--- src/verilog/aics_pkg.sv ---
// shared constants and types for the amplifier two-wire control slave
package aics_pkg;
	localparam logic [4:0] ADDR_FIXED_HI = 5'h09;
	localparam logic [7:0] SUB_REG_EN = 8'h04;
	localparam logic [7:0] SUB_AMP_SLEW = 8'h05;
	localparam logic [7:0] SUB_FAULT = 8'h11;
	localparam logic [7:0] SUB_POWER = 8'h20;
	localparam logic [7:0] SUB_SOFT_RST = 8'h2E;
	localparam logic [7:0] SUB_TOP = 8'h2E;
	localparam logic [7:0] REG_EN_RST = 8'h00;
	localparam logic [7:0] AMP_SLEW_RST = 8'h22;
	localparam logic [7:0] POWER_RST = 8'h05;
	localparam logic [7:0] SOFT_RST_RST = 8'h00;
	localparam int REG_EN_BIT = 0;
	localparam int SLEW_EDGE_BIT = 2;
	localparam int SHUTDOWN_BIT = 0;
	localparam int IO_SEL_BIT = 1;
	localparam int SOFT_RST_BIT = 0;
	localparam logic [3:0] BITS_PER_BYTE = 4'h8;

	typedef enum logic [3:0]
	{
		ST_IDLE = 4'b0000,
		ST_ADDR = 4'b0001,
		ST_ADDR_ACK = 4'b0010,
		ST_SUB = 4'b0011,
		ST_SUB_ACK = 4'b0100,
		ST_WDATA = 4'b0101,
		ST_WDATA_ACK = 4'b0110,
		ST_RDATA = 4'b0111,
		ST_RDATA_ACK = 4'b1000
	} aics_state_type;

	typedef struct packed
	{
		logic regulator_en;
		logic io_supply_level_sel;
		logic amp_shutdown;
		logic low_emi_slew;
		logic soft_reset;
	} aics_ctrl_type;
endpackage : aics_pkg

--- src/verilog/aics_top.sv ---
// two-wire control slave with its control and status registers
// What this block does
// RULE1 - only ever answers as a target; never starts a transfer
// RULE2 - address is fixed upper bits plus two bits from the select pin
// RULE3 - address byte lsb one means read, zero means write
// RULE4 - idle watches for start: data falls while clock high
// RULE5 - shift eight address bits msb first; ack low on ninth clock
// RULE6 - wrong address releases the bus and goes idle
// RULE7 - stop, data rising while clock high, ends the transfer
// RULE8 - start anywhere aborts to address receive, stop anywhere aborts to idle, at once
// RULE9 - master gives at most one start, stop, or stop-start per clock high
// RULE10 - invalid subaddress gets no ack and goes idle
// RULE11 - read past top keeps returning top register until master nacks
// RULE12 - write past top drops the byte, nacks it, goes idle
// RULE13 - every written byte up to the top register is acked low on the ninth clock
// RULE14 - pointer advances by one after every byte until it reaches the top register; a read byte that the master nacks leaves it unchanged
// RULE15 - master reads via write of subaddress then repeated start read
// RULE16 - read returns a byte per register; master acks to continue
// RULE17 - regulator enable bit in 0x04 turns regulator on; off by default
// RULE18 - io level select in 0x20 defaults to 1.8 V, set selects 1.2 V
// RULE19 - amplifier held shut down until shutdown bit in 0x20 is cleared
// RULE20 - edge bit in 0x05 selects low-emi slew; normal by default
// RULE21 - soft reset bit in 0x2E forces defaults until written back to zero
// RULE22 - fault status readable at 0x11 at any time
// RULE23 - subaddress loads the pointer, kept for a repeated-start read
`timescale 1ns/1ps
`default_nettype none
module aics_top
(
	input wire logic clk_i,
	input wire logic rst_i,
	input wire logic scl_i,
	input wire logic sda_i,
	input wire logic [1:0] addr_sel_i,
	input wire logic [7:0] fault_i,
	output logic sda_o,
	output logic sda_oe_n_o,
	output var aics_pkg::aics_ctrl_type amp_ctrl_o
);
	import aics_pkg::*;

	typedef struct packed
	{
		aics_state_type st;
		logic [3:0] cnt;
		logic [7:0] shift;
		logic [7:0] ptr;
		logic over;
		logic drive_n;
		logic scl_q;
		logic sda_q;
		logic [7:0] reg_en;
		logic [7:0] amp_slew;
		logic [7:0] power;
		logic [7:0] soft_rst;
	} aics_top_state_type;

	aics_top_state_type cur;
	aics_top_state_type next_cur;
	logic [1:0] line_s;
	logic [1:0] addr_sel_s;
	logic [7:0] fault_s;
	logic scl_s;
	logic sda_s;
	logic scl_rise;
	logic scl_fall;
	logic start_det;
	logic stop_det;
	logic byte_full;
	logic addr_match;

	aics_sync #(.WIDTH(12), .RESET_VALUE(12'hC00)) u_sync_pins
	(
		.clk_i(clk_i),
		.rst_i(rst_i),
		.async_i({scl_i, sda_i, addr_sel_i, fault_i}),
		.sync_o({line_s, addr_sel_s, fault_s})
	);

	assign scl_s = line_s[1];
	assign sda_s = line_s[0];
	assign scl_rise = scl_s && !cur.scl_q;
	assign scl_fall = !scl_s && cur.scl_q;
	assign start_det = scl_s && cur.scl_q && cur.sda_q && !sda_s;
	assign stop_det = scl_s && cur.scl_q && !cur.sda_q && sda_s;
	assign byte_full = (cur.cnt == BITS_PER_BYTE);
	assign addr_match = (cur.shift[7:1] == {ADDR_FIXED_HI, addr_sel_s}); // [RULE2]

	function automatic logic [7:0] read_byte(input aics_top_state_type s, input logic [7:0] flt);
		logic [7:0] r;
		r = 8'h00;
		unique case (s.ptr)
			SUB_REG_EN: r = s.reg_en;
			SUB_AMP_SLEW: r = s.amp_slew;
			SUB_FAULT: r = flt; // [RULE22]
			SUB_POWER: r = s.power;
			SUB_SOFT_RST: r = s.soft_rst;
			default: r = 8'h00;
		endcase
		return r;
	endfunction : read_byte

	always_comb
	begin
		next_cur = cur;
		next_cur.scl_q = scl_s;
		next_cur.sda_q = sda_s;
		if (start_det)
		begin
			next_cur.st = ST_ADDR; // [RULE4] [RULE8]
			next_cur.cnt = 4'h0;
			next_cur.drive_n = 1'b1;
		end
		else if (stop_det)
		begin
			next_cur.st = ST_IDLE; // [RULE7] [RULE8]
			next_cur.drive_n = 1'b1;
		end
		else
		begin
			unique case (cur.st)
				ST_IDLE:
				begin
					next_cur.drive_n = 1'b1; // [RULE1]
				end
				ST_ADDR, ST_SUB, ST_WDATA:
				begin
					if (scl_rise && !byte_full)
					begin
						next_cur.shift = {cur.shift[6:0], sda_s}; // [RULE5]
						next_cur.cnt = cur.cnt + 4'h1;
					end
					else if (scl_fall && byte_full)
					begin
						next_cur.cnt = 4'h0;
						if (cur.st == ST_ADDR)
						begin
							if (addr_match)
							begin
								next_cur.st = ST_ADDR_ACK;
								next_cur.drive_n = 1'b0; // [RULE5]
							end
							else
								next_cur.st = ST_IDLE; // [RULE6]
						end
						else if (cur.st == ST_SUB)
						begin
							if (cur.shift > SUB_TOP)
								next_cur.st = ST_IDLE; // [RULE10]
							else
							begin
								next_cur.ptr = cur.shift; // [RULE23]
								next_cur.over = 1'b0;
								next_cur.st = ST_SUB_ACK;
								next_cur.drive_n = 1'b0;
							end
						end
						else if (cur.over)
							next_cur.st = ST_IDLE; // [RULE12]
						else
						begin
							next_cur.st = ST_WDATA_ACK;
							next_cur.drive_n = 1'b0; // [RULE13]
							unique case (cur.ptr)
								SUB_REG_EN: next_cur.reg_en = cur.shift; // [RULE17]
								SUB_AMP_SLEW: next_cur.amp_slew = cur.shift; // [RULE20]
								SUB_POWER: next_cur.power = cur.shift; // [RULE18] [RULE19]
								SUB_SOFT_RST: next_cur.soft_rst = cur.shift; // [RULE21]
								default: next_cur.reg_en = cur.reg_en;
							endcase
						end
					end
				end
				ST_ADDR_ACK:
				begin
					if (scl_fall)
					begin
						if (cur.shift[0])
						begin
							next_cur.st = ST_RDATA; // [RULE3]
							next_cur.shift = read_byte(cur, fault_s);
							next_cur.drive_n = next_cur.shift[7]; // [RULE16]
						end
						else
						begin
							next_cur.st = ST_SUB; // [RULE3]
							next_cur.drive_n = 1'b1;
						end
					end
				end
				ST_SUB_ACK:
				begin
					if (scl_fall)
					begin
						next_cur.st = ST_WDATA;
						next_cur.drive_n = 1'b1;
					end
				end
				ST_WDATA_ACK:
				begin
					if (scl_fall)
					begin
						next_cur.st = ST_WDATA;
						next_cur.drive_n = 1'b1;
						if (cur.ptr == SUB_TOP)
							next_cur.over = 1'b1; // [RULE12]
						else
							next_cur.ptr = cur.ptr + 8'h01; // [RULE14]
					end
				end
				ST_RDATA:
				begin
					if (scl_rise)
						next_cur.cnt = cur.cnt + 4'h1;
					else if (scl_fall)
					begin
						if (byte_full)
						begin
							next_cur.st = ST_RDATA_ACK;
							next_cur.drive_n = 1'b1;
						end
						else
						begin
							next_cur.shift = {cur.shift[6:0], 1'b0};
							next_cur.drive_n = cur.shift[6]; // [RULE16]
						end
					end
				end
				ST_RDATA_ACK:
				begin
					if (scl_rise && sda_s)
						next_cur.st = ST_IDLE; // [RULE11] [RULE16]
					else if (scl_fall)
					begin
						next_cur.cnt = 4'h0;
						next_cur.st = ST_RDATA;
						if (cur.ptr != SUB_TOP)
							next_cur.ptr = cur.ptr + 8'h01; // [RULE14] [RULE11]
						next_cur.shift = read_byte(next_cur, fault_s);
						next_cur.drive_n = next_cur.shift[7];
					end
				end
				default:
				begin
					next_cur.st = ST_IDLE;
					next_cur.drive_n = 1'b1;
				end
			endcase
		end
		if (next_cur.soft_rst[SOFT_RST_BIT])
		begin
			next_cur.reg_en = REG_EN_RST; // [RULE21]
			next_cur.amp_slew = AMP_SLEW_RST;
			next_cur.power = POWER_RST;
		end
	end

	always_ff @(posedge clk_i or posedge rst_i)
	begin
		if (rst_i)
		begin
			cur.st <= ST_IDLE;
			cur.cnt <= 4'h0;
			cur.shift <= 8'h00;
			cur.ptr <= 8'h00;
			cur.over <= 1'b0;
			cur.drive_n <= 1'b1;
			cur.scl_q <= 1'b1;
			cur.sda_q <= 1'b1;
			cur.reg_en <= REG_EN_RST;
			cur.amp_slew <= AMP_SLEW_RST;
			cur.power <= POWER_RST;
			cur.soft_rst <= SOFT_RST_RST;
		end
		else
			cur <= next_cur;
	end

	assign sda_o = 1'b0;
	assign sda_oe_n_o = cur.drive_n;
	assign amp_ctrl_o.regulator_en = cur.reg_en[REG_EN_BIT]; // [RULE17]
	assign amp_ctrl_o.io_supply_level_sel = cur.power[IO_SEL_BIT]; // [RULE18]
	assign amp_ctrl_o.amp_shutdown = cur.power[SHUTDOWN_BIT]; // [RULE19]
	assign amp_ctrl_o.low_emi_slew = cur.amp_slew[SLEW_EDGE_BIT]; // [RULE20]
	assign amp_ctrl_o.soft_reset = cur.soft_rst[SOFT_RST_BIT]; // [RULE21]
endmodule : aics_top
`default_nettype wire

--- src/verilog/aics_sync.sv ---
// two-flop synchroniser for pin-level inputs
`timescale 1ns/1ps
`default_nettype none
module aics_sync
#(
	parameter int WIDTH = 1,
	parameter logic [WIDTH-1:0] RESET_VALUE = '0
)
(
	input wire logic clk_i,
	input wire logic rst_i,
	input wire logic [WIDTH-1:0] async_i,
	output logic [WIDTH-1:0] sync_o
);
	import aics_pkg::*;

	typedef struct packed
	{
		logic [WIDTH-1:0] meta;
		logic [WIDTH-1:0] stable;
	} aics_sync_state_type;

	aics_sync_state_type cur;
	aics_sync_state_type next_cur;

	if (WIDTH < 1)
	begin : g_chk
		$error("aics_sync width must be at least one");
	end

	always_comb
	begin
		next_cur.meta = async_i;
		next_cur.stable = cur.meta;
	end

	always_ff @(posedge clk_i or posedge rst_i)
	begin
		if (rst_i)
			cur <= {RESET_VALUE, RESET_VALUE};
		else
			cur <= next_cur;
	end

	assign sync_o = cur.stable;
endmodule : aics_sync
`default_nettype wire

--- config.mk ---
export PLATFORM = sky130hd
export DESIGN_NAME = aics_top
export DESIGN_NICKNAME = d
export VERILOG_FILES = /design/src/verilog/aics_pkg.sv /design/src/verilog/aics_top.sv /design/src/verilog/aics_sync.sv
export SDC_FILE = /design/constraint.sdc
export NUM_CORES = 1
export LEC_CHECK = 0
export BUFFER_PORTS_ARGS = -buffer_cell sky130_fd_sc_hd__buf_2
export CORE_ASPECT_RATIO = 1.2
export CORE_MARGIN = 2
export CORE_UTILIZATION = 50
export DETAILED_ROUTE_END_ITERATION = 10
export PLACE_DENSITY = 0.67
export SLEW_MARGIN = 25
export SYNTH_ARGS = -nofsm -noshare
export SYNTH_HDL_FRONTEND = slang
export SYNTH_SLANG_ARGS = --single-unit
--- constraint.sdc ---
create_clock -name clk_i -period 4 [get_ports clk_i]
set_input_delay 0.8 -clock clk_i [delete_from_list [all_inputs] [get_ports clk_i]]
set_output_delay 0.8 -clock clk_i [all_outputs]
set_load 0.01 [all_outputs]
==> results of run 1 <==
power groups by stage:
stage          combinational (uW)  sequential (uW)  clock, uW
5_1_grt                       268             1060        872
3_3_place_gp                  224             1060          0
4_1_cts                       234             1050        836
6_report                      234             1050        819
3_5_place_dp                  233             1060          0
2_1_floorplan                 212              972          0
registers in the layout (all words and copies together), names as in the netlist:
name	flops
cur	54
u_sync_pins.cur	12
u_sync_pins.sync_o	12
amp_ctrl_o	5
sda_oe_n_o	1
critical path: cells and delay by family, from the launching register on:
kind | cells | cell delay [ps]
fa+ha+maj | 1 | 590
compound gates | 4 | 720
flops | 1 | 590
simple gates | 2 | 1050
buf+inv | 1 | 410
worst paths after layout:
| check | start | endpoint | depth (start not counted) | slack, ps |
|---|---|---|---|---|
| setup reg to reg | cur[36]$_DFFE_PP0P_ | cur[51]$_DFFE_PP0P_ | 8 | 570 |
| min in group asynchronous | rst_i | u_sync_pins.cur[18]$_DFF_PP0_ | 2 | 580 |
| max in group asynchronous | rst_i | u_sync_pins.sync_o[10]$_DFF_PP1_ | 3 | 2670 |
| hold reg to reg | u_sync_pins.cur[16]$_DFF_PP0_ | u_sync_pins.sync_o[4]$_DFF_PP0_ | 0 | 350 |
| hold / removal | u_sync_pins.cur[16]$_DFF_PP0_ | u_sync_pins.sync_o[4]$_DFF_PP0_ | 0 | 350 |
| setup / recovery | cur[36]$_DFFE_PP0P_ | cur[51]$_DFFE_PP0P_ | 8 | 570 |
per-layer routing:
layer,vias up,part of all wire,track usage
met1,2189,0.41,0.363
met4,0,0.045,0.153
li1,2084,-,-
met3,46,0.051,0.0330
met5,-,0,0
met2,165,0.50,0.463
through the flow:
step / instance area [um2] / hold WS (ps) / utilization
after floorplan: 4990 / 331 / -
after global placement: 5080 / 332 / 0.528
after detailed placement: 5080 / 336 / 0.528
after CTS: 5370 / 352 / 0.559
after global routing: 5370 / 358 / 0.559
final: 5370 / 349 / 0.559
final cells by class:
type / instances / area (um2) / area share
Clock buffer: 10 / 239 / 0.0445
Clock inverter: 6 / 53.8 / 0.0100
Inverter: 13 / 51.3 / 0.00955
Multi-Input combinational cell: 424 / 2600 / 0.485
Sequential cell: 84 / 2120 / 0.394
Tap cell: 123 / 154 / 0.0287
Timing Repair Buffer: 27 / 155 / 0.0289
placed cells by master, fill, tap and decap left out, types with 8 or more instances in the layout:
cell | synthesis | routed
nand2_1 | 80 | 80
dfrtp_1 | 73 | 73
o21ai_0 | 54 | 54
a21oi_1 | 46 | 46
nor2_1 | 35 | 35
buf_2 | 5 | 19
nand3_1 | 15 | 15
o211ai_1 | 15 | 15
and3_1 | 12 | 12
dfstp_2 | 11 | 11
nor3_1 | 10 | 10
inv_1 | 11 | 10
mux2_2 | 10 | 10
a22oi_1 | 9 | 9
clkbuf_16 | 0 | 9
nor2b_1 | 8 | 8
a31oi_1 | 8 | 8
a222oi_1 | 8 | 8
buf_4 | 9 | 8
cell families (layout without fill, tap and decap cells):
kind of cell | after synthesis | after routing | share of synthesized area
flops | 84 | 84 | 0.424
other cells | 1 | 1 | 0.000752
fa+ha+maj | 8 | 8 | 0.0196
xor+xnor | 7 | 7 | 0.0123
simple gates | 199 | 199 | 0.196
buf+inv | 59 | 56 | 0.0539
mux | 15 | 15 | 0.0326
compound gates | 194 | 194 | 0.261
==> impl_metrics.json, run 1 <==
{
  "ctsLongestPathBuffers": 2,
  "antenna_found_initial": 0,
  "firstDrtPassIters": 6,
  "ys_async_sr_fraction": 1.00,
  "cpPeakStageDelay_ps": 610,
  "cts_tree": "built",
  "fp.dieW_um": 95.2,
  "ir_worst_vdd_uv": 242,
  "drive_gt1_frac": 0.133,
  "dp_worst_setup_slack_ps": 655,
  "yosysMostFrequentCell": "nand2_1",
  "yosysTopAreaCell": "dfrtp_1",
  "syn_avg_cell_area_um2": 8.80,
  "syn_inst": 567,
  "outcome": "finished, final reports clean",
  "timing.slew.headroom": 0.327,
  "crit_path_start_kind": "flop",
  "avgRoutedWirePerCell_um": 20.8,
  "power-per-cell-area_nw_per_um2": 392,
  "clock_sinks": 84,
  "slowest_stage": "or4_1",
  "drv_cap": 0,
  "fmax_mhz": 291,
  "yosys-top-cells-area": "dfrtp_1 37%, nand2_1 6.0%, dfstp_2 5.8%",
  "synth_nets": 588,
  "drcViolationCount": 0,
  "clk-insertion-delay-late_ps": 350,
  "cp_max_fo": 17,
  "hold_viol": 0,
  "antennaDiodeCount": 0,
  "ctsResizeCount": 0,
  "hold_path.class": "reg -> reg",
  "dieArea_um2": 10800,
  "syn_area_um2": 4990,
  "grt_pass1_vias": 4320,
  "path_class": "reg -> reg",
  "synth_seq_cells": 84,
  "arrival_ps": 3710,
  "grt_max_degree": 61,
  "nNetsFinal": 580,
  "p_comb_frac": 0.111,
  "routed_via_density": 6.53,
  "clock_skew_ps": 7.25,
  "rsz0062_at_grt": "no",
  "placementRows": 39,
  "layout_setup_ws_ps": 567,
  "period_share": 0.858,
  "p_leak_uw": 0.00216,
  "initial_utilization": 0.519,
  "cts_buffers": 9,
  "io_pins": 21,
  "synth_top_cell_area_share": 0.366,
  "stdcell_count": 687,
  "seqPwrFrac": 0.500,
  "swShare": 0.306,
  "htree_levels": 3,
  "grt.overflow.total": 0,
  "grt_use_total": 0.283,
  "yosysWarnings": 0,
  "drt-initial-drc-count": 347,
  "tns_ps": 0,
  "synthToLayoutAreaGrowth_pct": 7.70,
  "synth-main-ff-cell": "dfrtp_1",
  "hpwl_mm": 10.1,
  "layout_min_cycle_time_ps": 3430,
  "grt_pass1_wl_mm": 22.9,
  "power.total_uw": 2100,
  "route.vias.total": 4484,
  "crit_top_cell": "a21oi_1",
  "p_clk_frac": 0.389,
  "power.internal_uw": 1460,
  "crit_path_cell_trace": "ha_1 -> clkinv_1 -> or4_1 -> a32oi_1 -> and3_1 -> o2bb2ai_1 -> a21oi_1 -> a21oi_1",
  "cts_root_buffer": "clkbuf_16",
  "ys_seq_area_frac": 0.424,
  "p_sw_uw": 644,
  "tightest_slew_ps": 1000,
  "cp.required_ps": 4280,
  "maxSlewViolCount": 0,
  "cts-hold-fix-buffers": 0,
  "portBuffers": 19,
  "core_area_um2": 9610,
  "synth_edf_count": 0,
  "die_h_um": 113,
  "cts_setup_buffers": 0,
  "setup_viol": 0,
  "wirelength_mm": 14.3,
  "dp_cells": 671,
  "cts.clk_slew.worst_paths_ps": 60,
  "synth_common_cells": "80 x nand2_1, 73 x dfrtp_1, 54 x o21ai_0",
  "drt.antenna.violating_nets": 0,
  "end_kind": "flop",
  "gp_congestion": 0.952,
  "synthDistinctLibCells": 68,
  "fillers": 880
}
No activity file was read; power rests on OpenSTA's default activity.
==> inputs of run 2 (changes only) <==
Settings changed: CORE_UTILIZATION 50 to 30, PLACE_DENSITY 0.67 to not set.
==> run 2 against run 1 <==
Against the previous run: hold slack is essentially flat; global-route usage is 11 points lower; clock power rose by 3.5%; register-to-register slack lost 130 ps; sequential power hardly changed; core utilization decreased by 22 points; first-iteration DRC count up 8.4%; via count decreased by 1.8%; critical path type unchanged; largest power group unchanged; highest routed layer unchanged.
==> impl_metrics.json, run 2 (synthesis gave the netlist of run 1 again) <==
{
  "placementRows": 51,
  "largest_reg_flops": 54,
  "grt_pass1_vias": 4392,
  "route.vias.total": 4405,
  "cp.required_ps": 4280,
  "hold_path.class": "reg -> reg",
  "tns_ps": 0,
  "cts_setup_buffers": 0,
  "die_h_um": 145,
  "gp_congestion": 0.906,
  "rrSetupSlack_ps": 430,
  "cts-hold-fix-buffers": 0,
  "power-per-cell-area_nw_per_um2": 390,
  "cts_buffers": 9,
  "firstDrtPassIters": 7,
  "outcome": "finished, final reports clean",
  "rr_endpoint": "cur[51]$_DFFE_PP0P_",
  "dp_worst_setup_slack_ps": 513,
  "routed_via_density": 5.69,
  "hpwl_mm": 10.4,
  "ff2ff_path_depth": 8,
  "cp_max_fo": 17,
  "drt-initial-drc-count": 376,
  "grt_max_degree": 85,
  "cts_tree": "built",
  "clock_skew_ps": 14.4,
  "antennaDiodeCount": 0,
  "io_pins": 21,
  "top_register": "cur",
  "endpoint": "cur[51]$_DFFE_PP0P_",
  "layout_min_cycle_time_ps": 3570,
  "grt.overflow.total": 0,
  "clk-insertion-delay-late_ps": 360,
  "layout_setup_ws_ps": 434,
  "portBuffers": 19,
  "layout.cells.most_common": "nand2_1",
  "critical_path.startpoint": "cur[36]$_DFFE_PP0P_",
  "period_share": 0.892,
  "fin_area_um2": 5500,
  "cts_root_buffer": "clkbuf_16",
  "ctsResizeCount": 0,
  "fp.dieW_um": 122,
  "arrival_ps": 3850,
  "crit_path_start_kind": "flop",
  "setup_viol": 0,
  "initial_utilization": 0.306,
  "maxSlewViolCount": 0,
  "ctsLongestPathBuffers": 2,
  "grt_pass1_wl_mm": 23.8,
  "layout_common_cells": "80 x nand2_1, 73 x dfrtp_1, 54 x o21ai_0, 46 x a21oi_1, 35 x nor2_1",
  "rr_startpoint": "cur[36]$_DFFE_PP0P_",
  "fillers": 1641,
  "drcViolationCount": 0,
  "timing.slew.headroom": 0.342,
  "antenna_found_initial": 0,
  "grt_use_total": 0.174,
  "hold_viol": 0,
  "synthToLayoutAreaGrowth_pct": 10.2,
  "wirelength_mm": 14.6,
  "dieArea_um2": 17700,
  "rsz0062_at_grt": "no",
  "htree_levels": 3,
  "nNetsFinal": 578,
  "p_leak_uw": 0.00216,
  "ir_worst_vdd_uv": 238,
  "end_kind": "flop",
  "clock_sinks": 84,
  "fmax_mhz": 280,
  "drv_cap": 0,
  "drt.antenna.violating_nets": 0,
  "core_area_um2": 16300,
  "avgRoutedWirePerCell_um": 18.9,
  "path_class": "reg -> reg",
  "drive_gt1_frac": 0.132,
  "tightest_slew_ps": 984,
  "cts.clk_slew.worst_paths_ps": 70,
  "place_area_um2": 5190
}
==> run 2: area by class of cell <==
type                       instances  area (um2)  area share
timing repair buffer              25         153      0.0278
clock inverter                     6        72.6      0.0132
tap                              212         265      0.0483
multi-input combinational        424        2610       0.475
inverter                          13        50.0     0.00911
clock buffer                      10         229      0.0417
sequential                        84        2120       0.385
==> run 2: worst min path at each step <==
stage                     cells after the start  slack, ps                     startpoint                         endpoint
final                                         0        350  u_sync_pins.cur[14]$_DFF_PP0_  u_sync_pins.sync_o[2]$_DFF_PP0_
after global routing                          0        350  u_sync_pins.cur[16]$_DFF_PP0_  u_sync_pins.sync_o[4]$_DFF_PP0_
after detailed placement                      0        340  u_sync_pins.cur[14]$_DFF_PP0_  u_sync_pins.sync_o[2]$_DFF_PP0_
after floorplan                               0        330  u_sync_pins.cur[12]$_DFF_PP0_  u_sync_pins.sync_o[0]$_DFF_PP0_
after global placement                        0        330  u_sync_pins.cur[18]$_DFF_PP0_  u_sync_pins.sync_o[6]$_DFF_PP0_
after CTS                                     0        350  u_sync_pins.cur[14]$_DFF_PP0_  u_sync_pins.sync_o[2]$_DFF_PP0_
==> run 2: report_power, final <==
part / leakage (uW) / internal [uW] / switching, uW
registers: 0.00108 / 909 / 126
logic: 0.000930 / 108 / 150
clock network: 0.000143 / 489 / 359
==> run 2: metrics by stage <==
| stage | cells | hold slack (ps) | util | total power (uW) |
|---|---|---|---|---|
| 6_report | 774 | 349 | 0.338 | 2140 |
| 5_1_grt | 774 | 355 | 0.338 | 2240 |
| 4_1_cts | 774 | 350 | 0.337 | 2160 |
| 3_5_place_dp | 758 | 336 | 0.319 | 1300 |
| 3_3_place_gp | 758 | 334 | 0.319 | 1290 |
| 2_1_floorplan | 567 | 331 | - | 1180 |
==> run 2: per-layer routing <==
metal / GRT usage / vias up / part of all wire
met5: 0 / - / 0
met4: 0.0845 / 0 / 0.037
met3: 0.0311 / 41 / 0.047
met2: 0.287 / 152 / 0.50
met1: 0.217 / 2138 / 0.41
li1: - / 2074 / -
==> run 2: worst max-delay path, cell delays in order (launching register included) <==
cell	delay [ps]
dfrtp_1	600
ha_1	590
clkinv_1	460
or4_1	620
a32oi_1	300
and3_1	460
o2bb2ai_1	180
a21oi_1	120
a21oi_1	170
==> inputs of run 3 (changes only) <==
Settings changed: ABC_AREA set to 1.
==> run 3 against run 2 <==
Against the previous run: die area fell by 1.3%; global-route usage decreased by 1.0 points; sequential share of layout area rose by 0.26 points; register-to-register slack improved by 640 ps; maximum frequency grew 22%; non-clock buffer count is 3 lower; cell count rose by 15%; power is 50% higher; combinational power grew to 4.8 times the previous value; setup slack improved by 640 ps; critical path type unchanged; critical endpoint is now cur[16]$_DFFE_PP0P_.
==> impl_metrics.json, run 3 <==
{
  "cts.clk_slew.worst_paths_ps": 70,
  "ctsLongestPathBuffers": 2,
  "p_leak_uw": 0.00257,
  "grt.overflow.total": 0,
  "routed_via_density": 5.06,
  "synthToLayoutAreaGrowth_pct": 11.0,
  "drt.antenna.violating_nets": 0,
  "cts_root_buffer": "clkbuf_16",
  "crit_path_start_kind": "flop",
  "fmax_mhz": 342,
  "hold_viol": 0,
  "synth_seq_cells": 84,
  "layout_min_cycle_time_ps": 2930,
  "fp.dieW_um": 121,
  "grt_pass1_vias": 4177,
  "dp_cells": 873,
  "grt_use_total": 0.164,
  "grt_pass1_wl_mm": 22.4,
  "synth_edf_count": 0,
  "syn_avg_cell_area_um2": 7.46,
  "grt_max_degree": 31,
  "clock_sinks": 84,
  "rr_startpoint": "cur[36]$_DFFE_PP0P_",
  "hold_path.class": "reg -> reg",
  "setup_viol": 0,
  "rrSetupSlack_ps": 1070,
  "ys_async_sr_fraction": 1.00,
  "ctsResizeCount": 0,
  "synthDistinctLibCells": 45,
  "hpwl_mm": 10.2,
  "maxSlewViolCount": 0,
  "met3_wirelength_um": 934,
  "cp.required_ps": 4220,
  "yosysTopAreaCell": "dfrtp_1",
  "timing.slew.headroom": 0.334,
  "end_kind": "flop",
  "layout_setup_ws_ps": 1070,
  "avgRoutedWirePerCell_um": 15.3,
  "rr_endpoint": "cur[16]$_DFFE_PP0P_",
  "synth_common_cells": "172 x nand2_1, 73 x dfrtp_1, 72 x nand3_1",
  "htree_levels": 3,
  "synth_nets": 680,
  "route.met2.wl_mm": 6.17,
  "clk-insertion-delay-late_ps": 340,
  "layout.cells.most_common": "nand2_1",
  "nNetsFinal": 693,
  "worst_hold_path.endpoint": "u_sync_pins.sync_o[8]$_DFF_PP0_",
  "cts_tree": "built",
  "outcome": "finished, final reports clean",
  "firstDrtPassIters": 7,
  "wl_met1_mm": 6.03,
  "route.vias.total": 4496,
  "syn_area_um2": 4920,
  "ys_seq_area_frac": 0.430,
  "cts-hold-fix-buffers": 0,
  "layout_common_cells": "172 x nand2_1, 73 x dfrtp_1, 72 x nand3_1, 69 x nor2_1, 65 x inv_1",
  "dp_worst_setup_slack_ps": 1120,
  "die_h_um": 144,
  "io_pins": 21,
  "dieArea_um2": 17400,
  "largest_reg_flops": 54,
  "drive_gt1_frac": 0.126,
  "power-per-cell-area_nw_per_um2": 590,
  "yosysWarnings": 0,
  "fillers": 1694,
  "arrival_ps": 3140,
  "initial_utilization": 0.305,
  "synth_top_cell_area_share": 0.371,
  "wirelength_mm": 13.6,
  "top_layer": "met4",
  "tns_ps": 0,
  "gp_congestion": 0.930,
  "ff2ff_path_depth": 15,
  "synth-main-ff-cell": "dfrtp_1",
  "cts_buffers": 9,
  "antennaDiodeCount": 0,
  "syn_inst": 659,
  "clock_skew_ps": 10.2,
  "rsz0062_at_grt": "no",
  "cts_setup_buffers": 0,
  "yosysMostFrequentCell": "nand2_1",
  "antenna_found_initial": 0,
  "period_share": 0.732,
  "drv_cap": 0,
  "hold_start": "u_sync_pins.cur[20]$_DFF_PP0_",
  "portBuffers": 19,
  "yosys-top-cells-area": "dfrtp_1 37%, nand2_1 13%, nand3_1 7.3%",
  "top_register": "cur",
  "stdcell_count": 889,
  "drcViolationCount": 0,
  "cp_max_fo": 16,
  "hold_path_depth": 0,
  "tightest_slew_ps": 996,
  "placementRows": 51,
  "core_area_um2": 16100,
  "path_class": "reg -> reg",
  "drt-initial-drc-count": 356,
  "ir_worst_vdd_uv": 271
}
[run 3: cell count changes after synthesis, moves of 17 or more]
cell,change
nand3_1,+57
nand2_1,+92
clkbuf_1,-26
o21ai_1,+18
a21oi_1,-17
inv_1,+55
o21ai_0,-27
nor2_1,+34
nand4_1,+21
[run 3: final cells by class]
class / count / area (um2) / area share
Sequential cell: 84 / 2120 / 0.388
Timing Repair Buffer: 22 / 118 / 0.0215
Tap cell: 212 / 265 / 0.0486
Inverter: 71 / 275 / 0.0504
Multi-Input combinational cell: 484 / 2400 / 0.439
Clock inverter: 6 / 47.5 / 0.00871
Clock buffer: 10 / 239 / 0.0438
[run 3: worst max-delay path by stage]
stage,from,endpoint,slack (ps)
detailed placement,cur[36]$_DFFE_PP0P_,cur[16]$_DFFE_PP0P_,1120
finish,cur[36]$_DFFE_PP0P_,cur[16]$_DFFE_PP0P_,1070
floorplan,rst_i,amp_ctrl_o[0]$_DFF_PP0_,1050
CTS,cur[36]$_DFFE_PP0P_,cur[16]$_DFFE_PP0P_,1100
global placement,cur[36]$_DFFE_PP0P_,cur[29]$_DFFE_PP0P_,1210
global route,cur[36]$_DFFE_PP0P_,cur[36]$_DFFE_PP0P_,720
[run 3: metal layers]
layer,track usage,up-vias
met3,0.0308,36
li1,-,2200
met1,0.222,2078
met2,0.255,182
met4,0.0728,0
met5,0,-
[run 3: report_power, final]
part / internal [uW] / switching (uW) / leakage [uW] / total [uW]
Combinational: 358 / 891 / 0.00138 / 1250
Clock: 444 / 359 / 0.000145 / 803
Sequential: 979 / 189 / 0.00104 / 1170
[run 3: critical path, stage by stage (launching register included)]
cell and delay, ps:
dfrtp_1 480, inv_1 170, ha_1 160, inv_1 40, nor2_1 90, nand2_1 240, inv_1 450, nand3_4 220
nand2_2 130, nand2_4 70, inv_6 90, a21oi_1 50, nor2_1 150, nand2_2 240, nand2_1 140, o21ai_1 70
[run 3: logic make-up (layout without fill, tap and decap cells)]
family                   count (synthesis)  in the layout  synth area share
buffers and inverters                   91            109            0.0822
AND/OR/NAND/NOR                        368            368             0.337
other                                    1              1          0.000762
adder cells (fa/ha/maj)                  7              7            0.0178
AO/OA/AOI/OAI                          103            103             0.123
multiplexers                             1              1           0.00229
flip-flops                              84             84             0.430
XOR/XNOR                                 4              4           0.00712
[run 3: through the flow]
step                      power (uW)  hold slack, ps  cell area, um2  utilization
final                           3220             347            5460        0.338
after global routing            3450             354            5460        0.338
after CTS                       3220             350            5460        0.338
after detailed placement        2400             336            5170        0.320
after global placement          2410             332            5170        0.320
after floorplan                 2050             331            4920            -
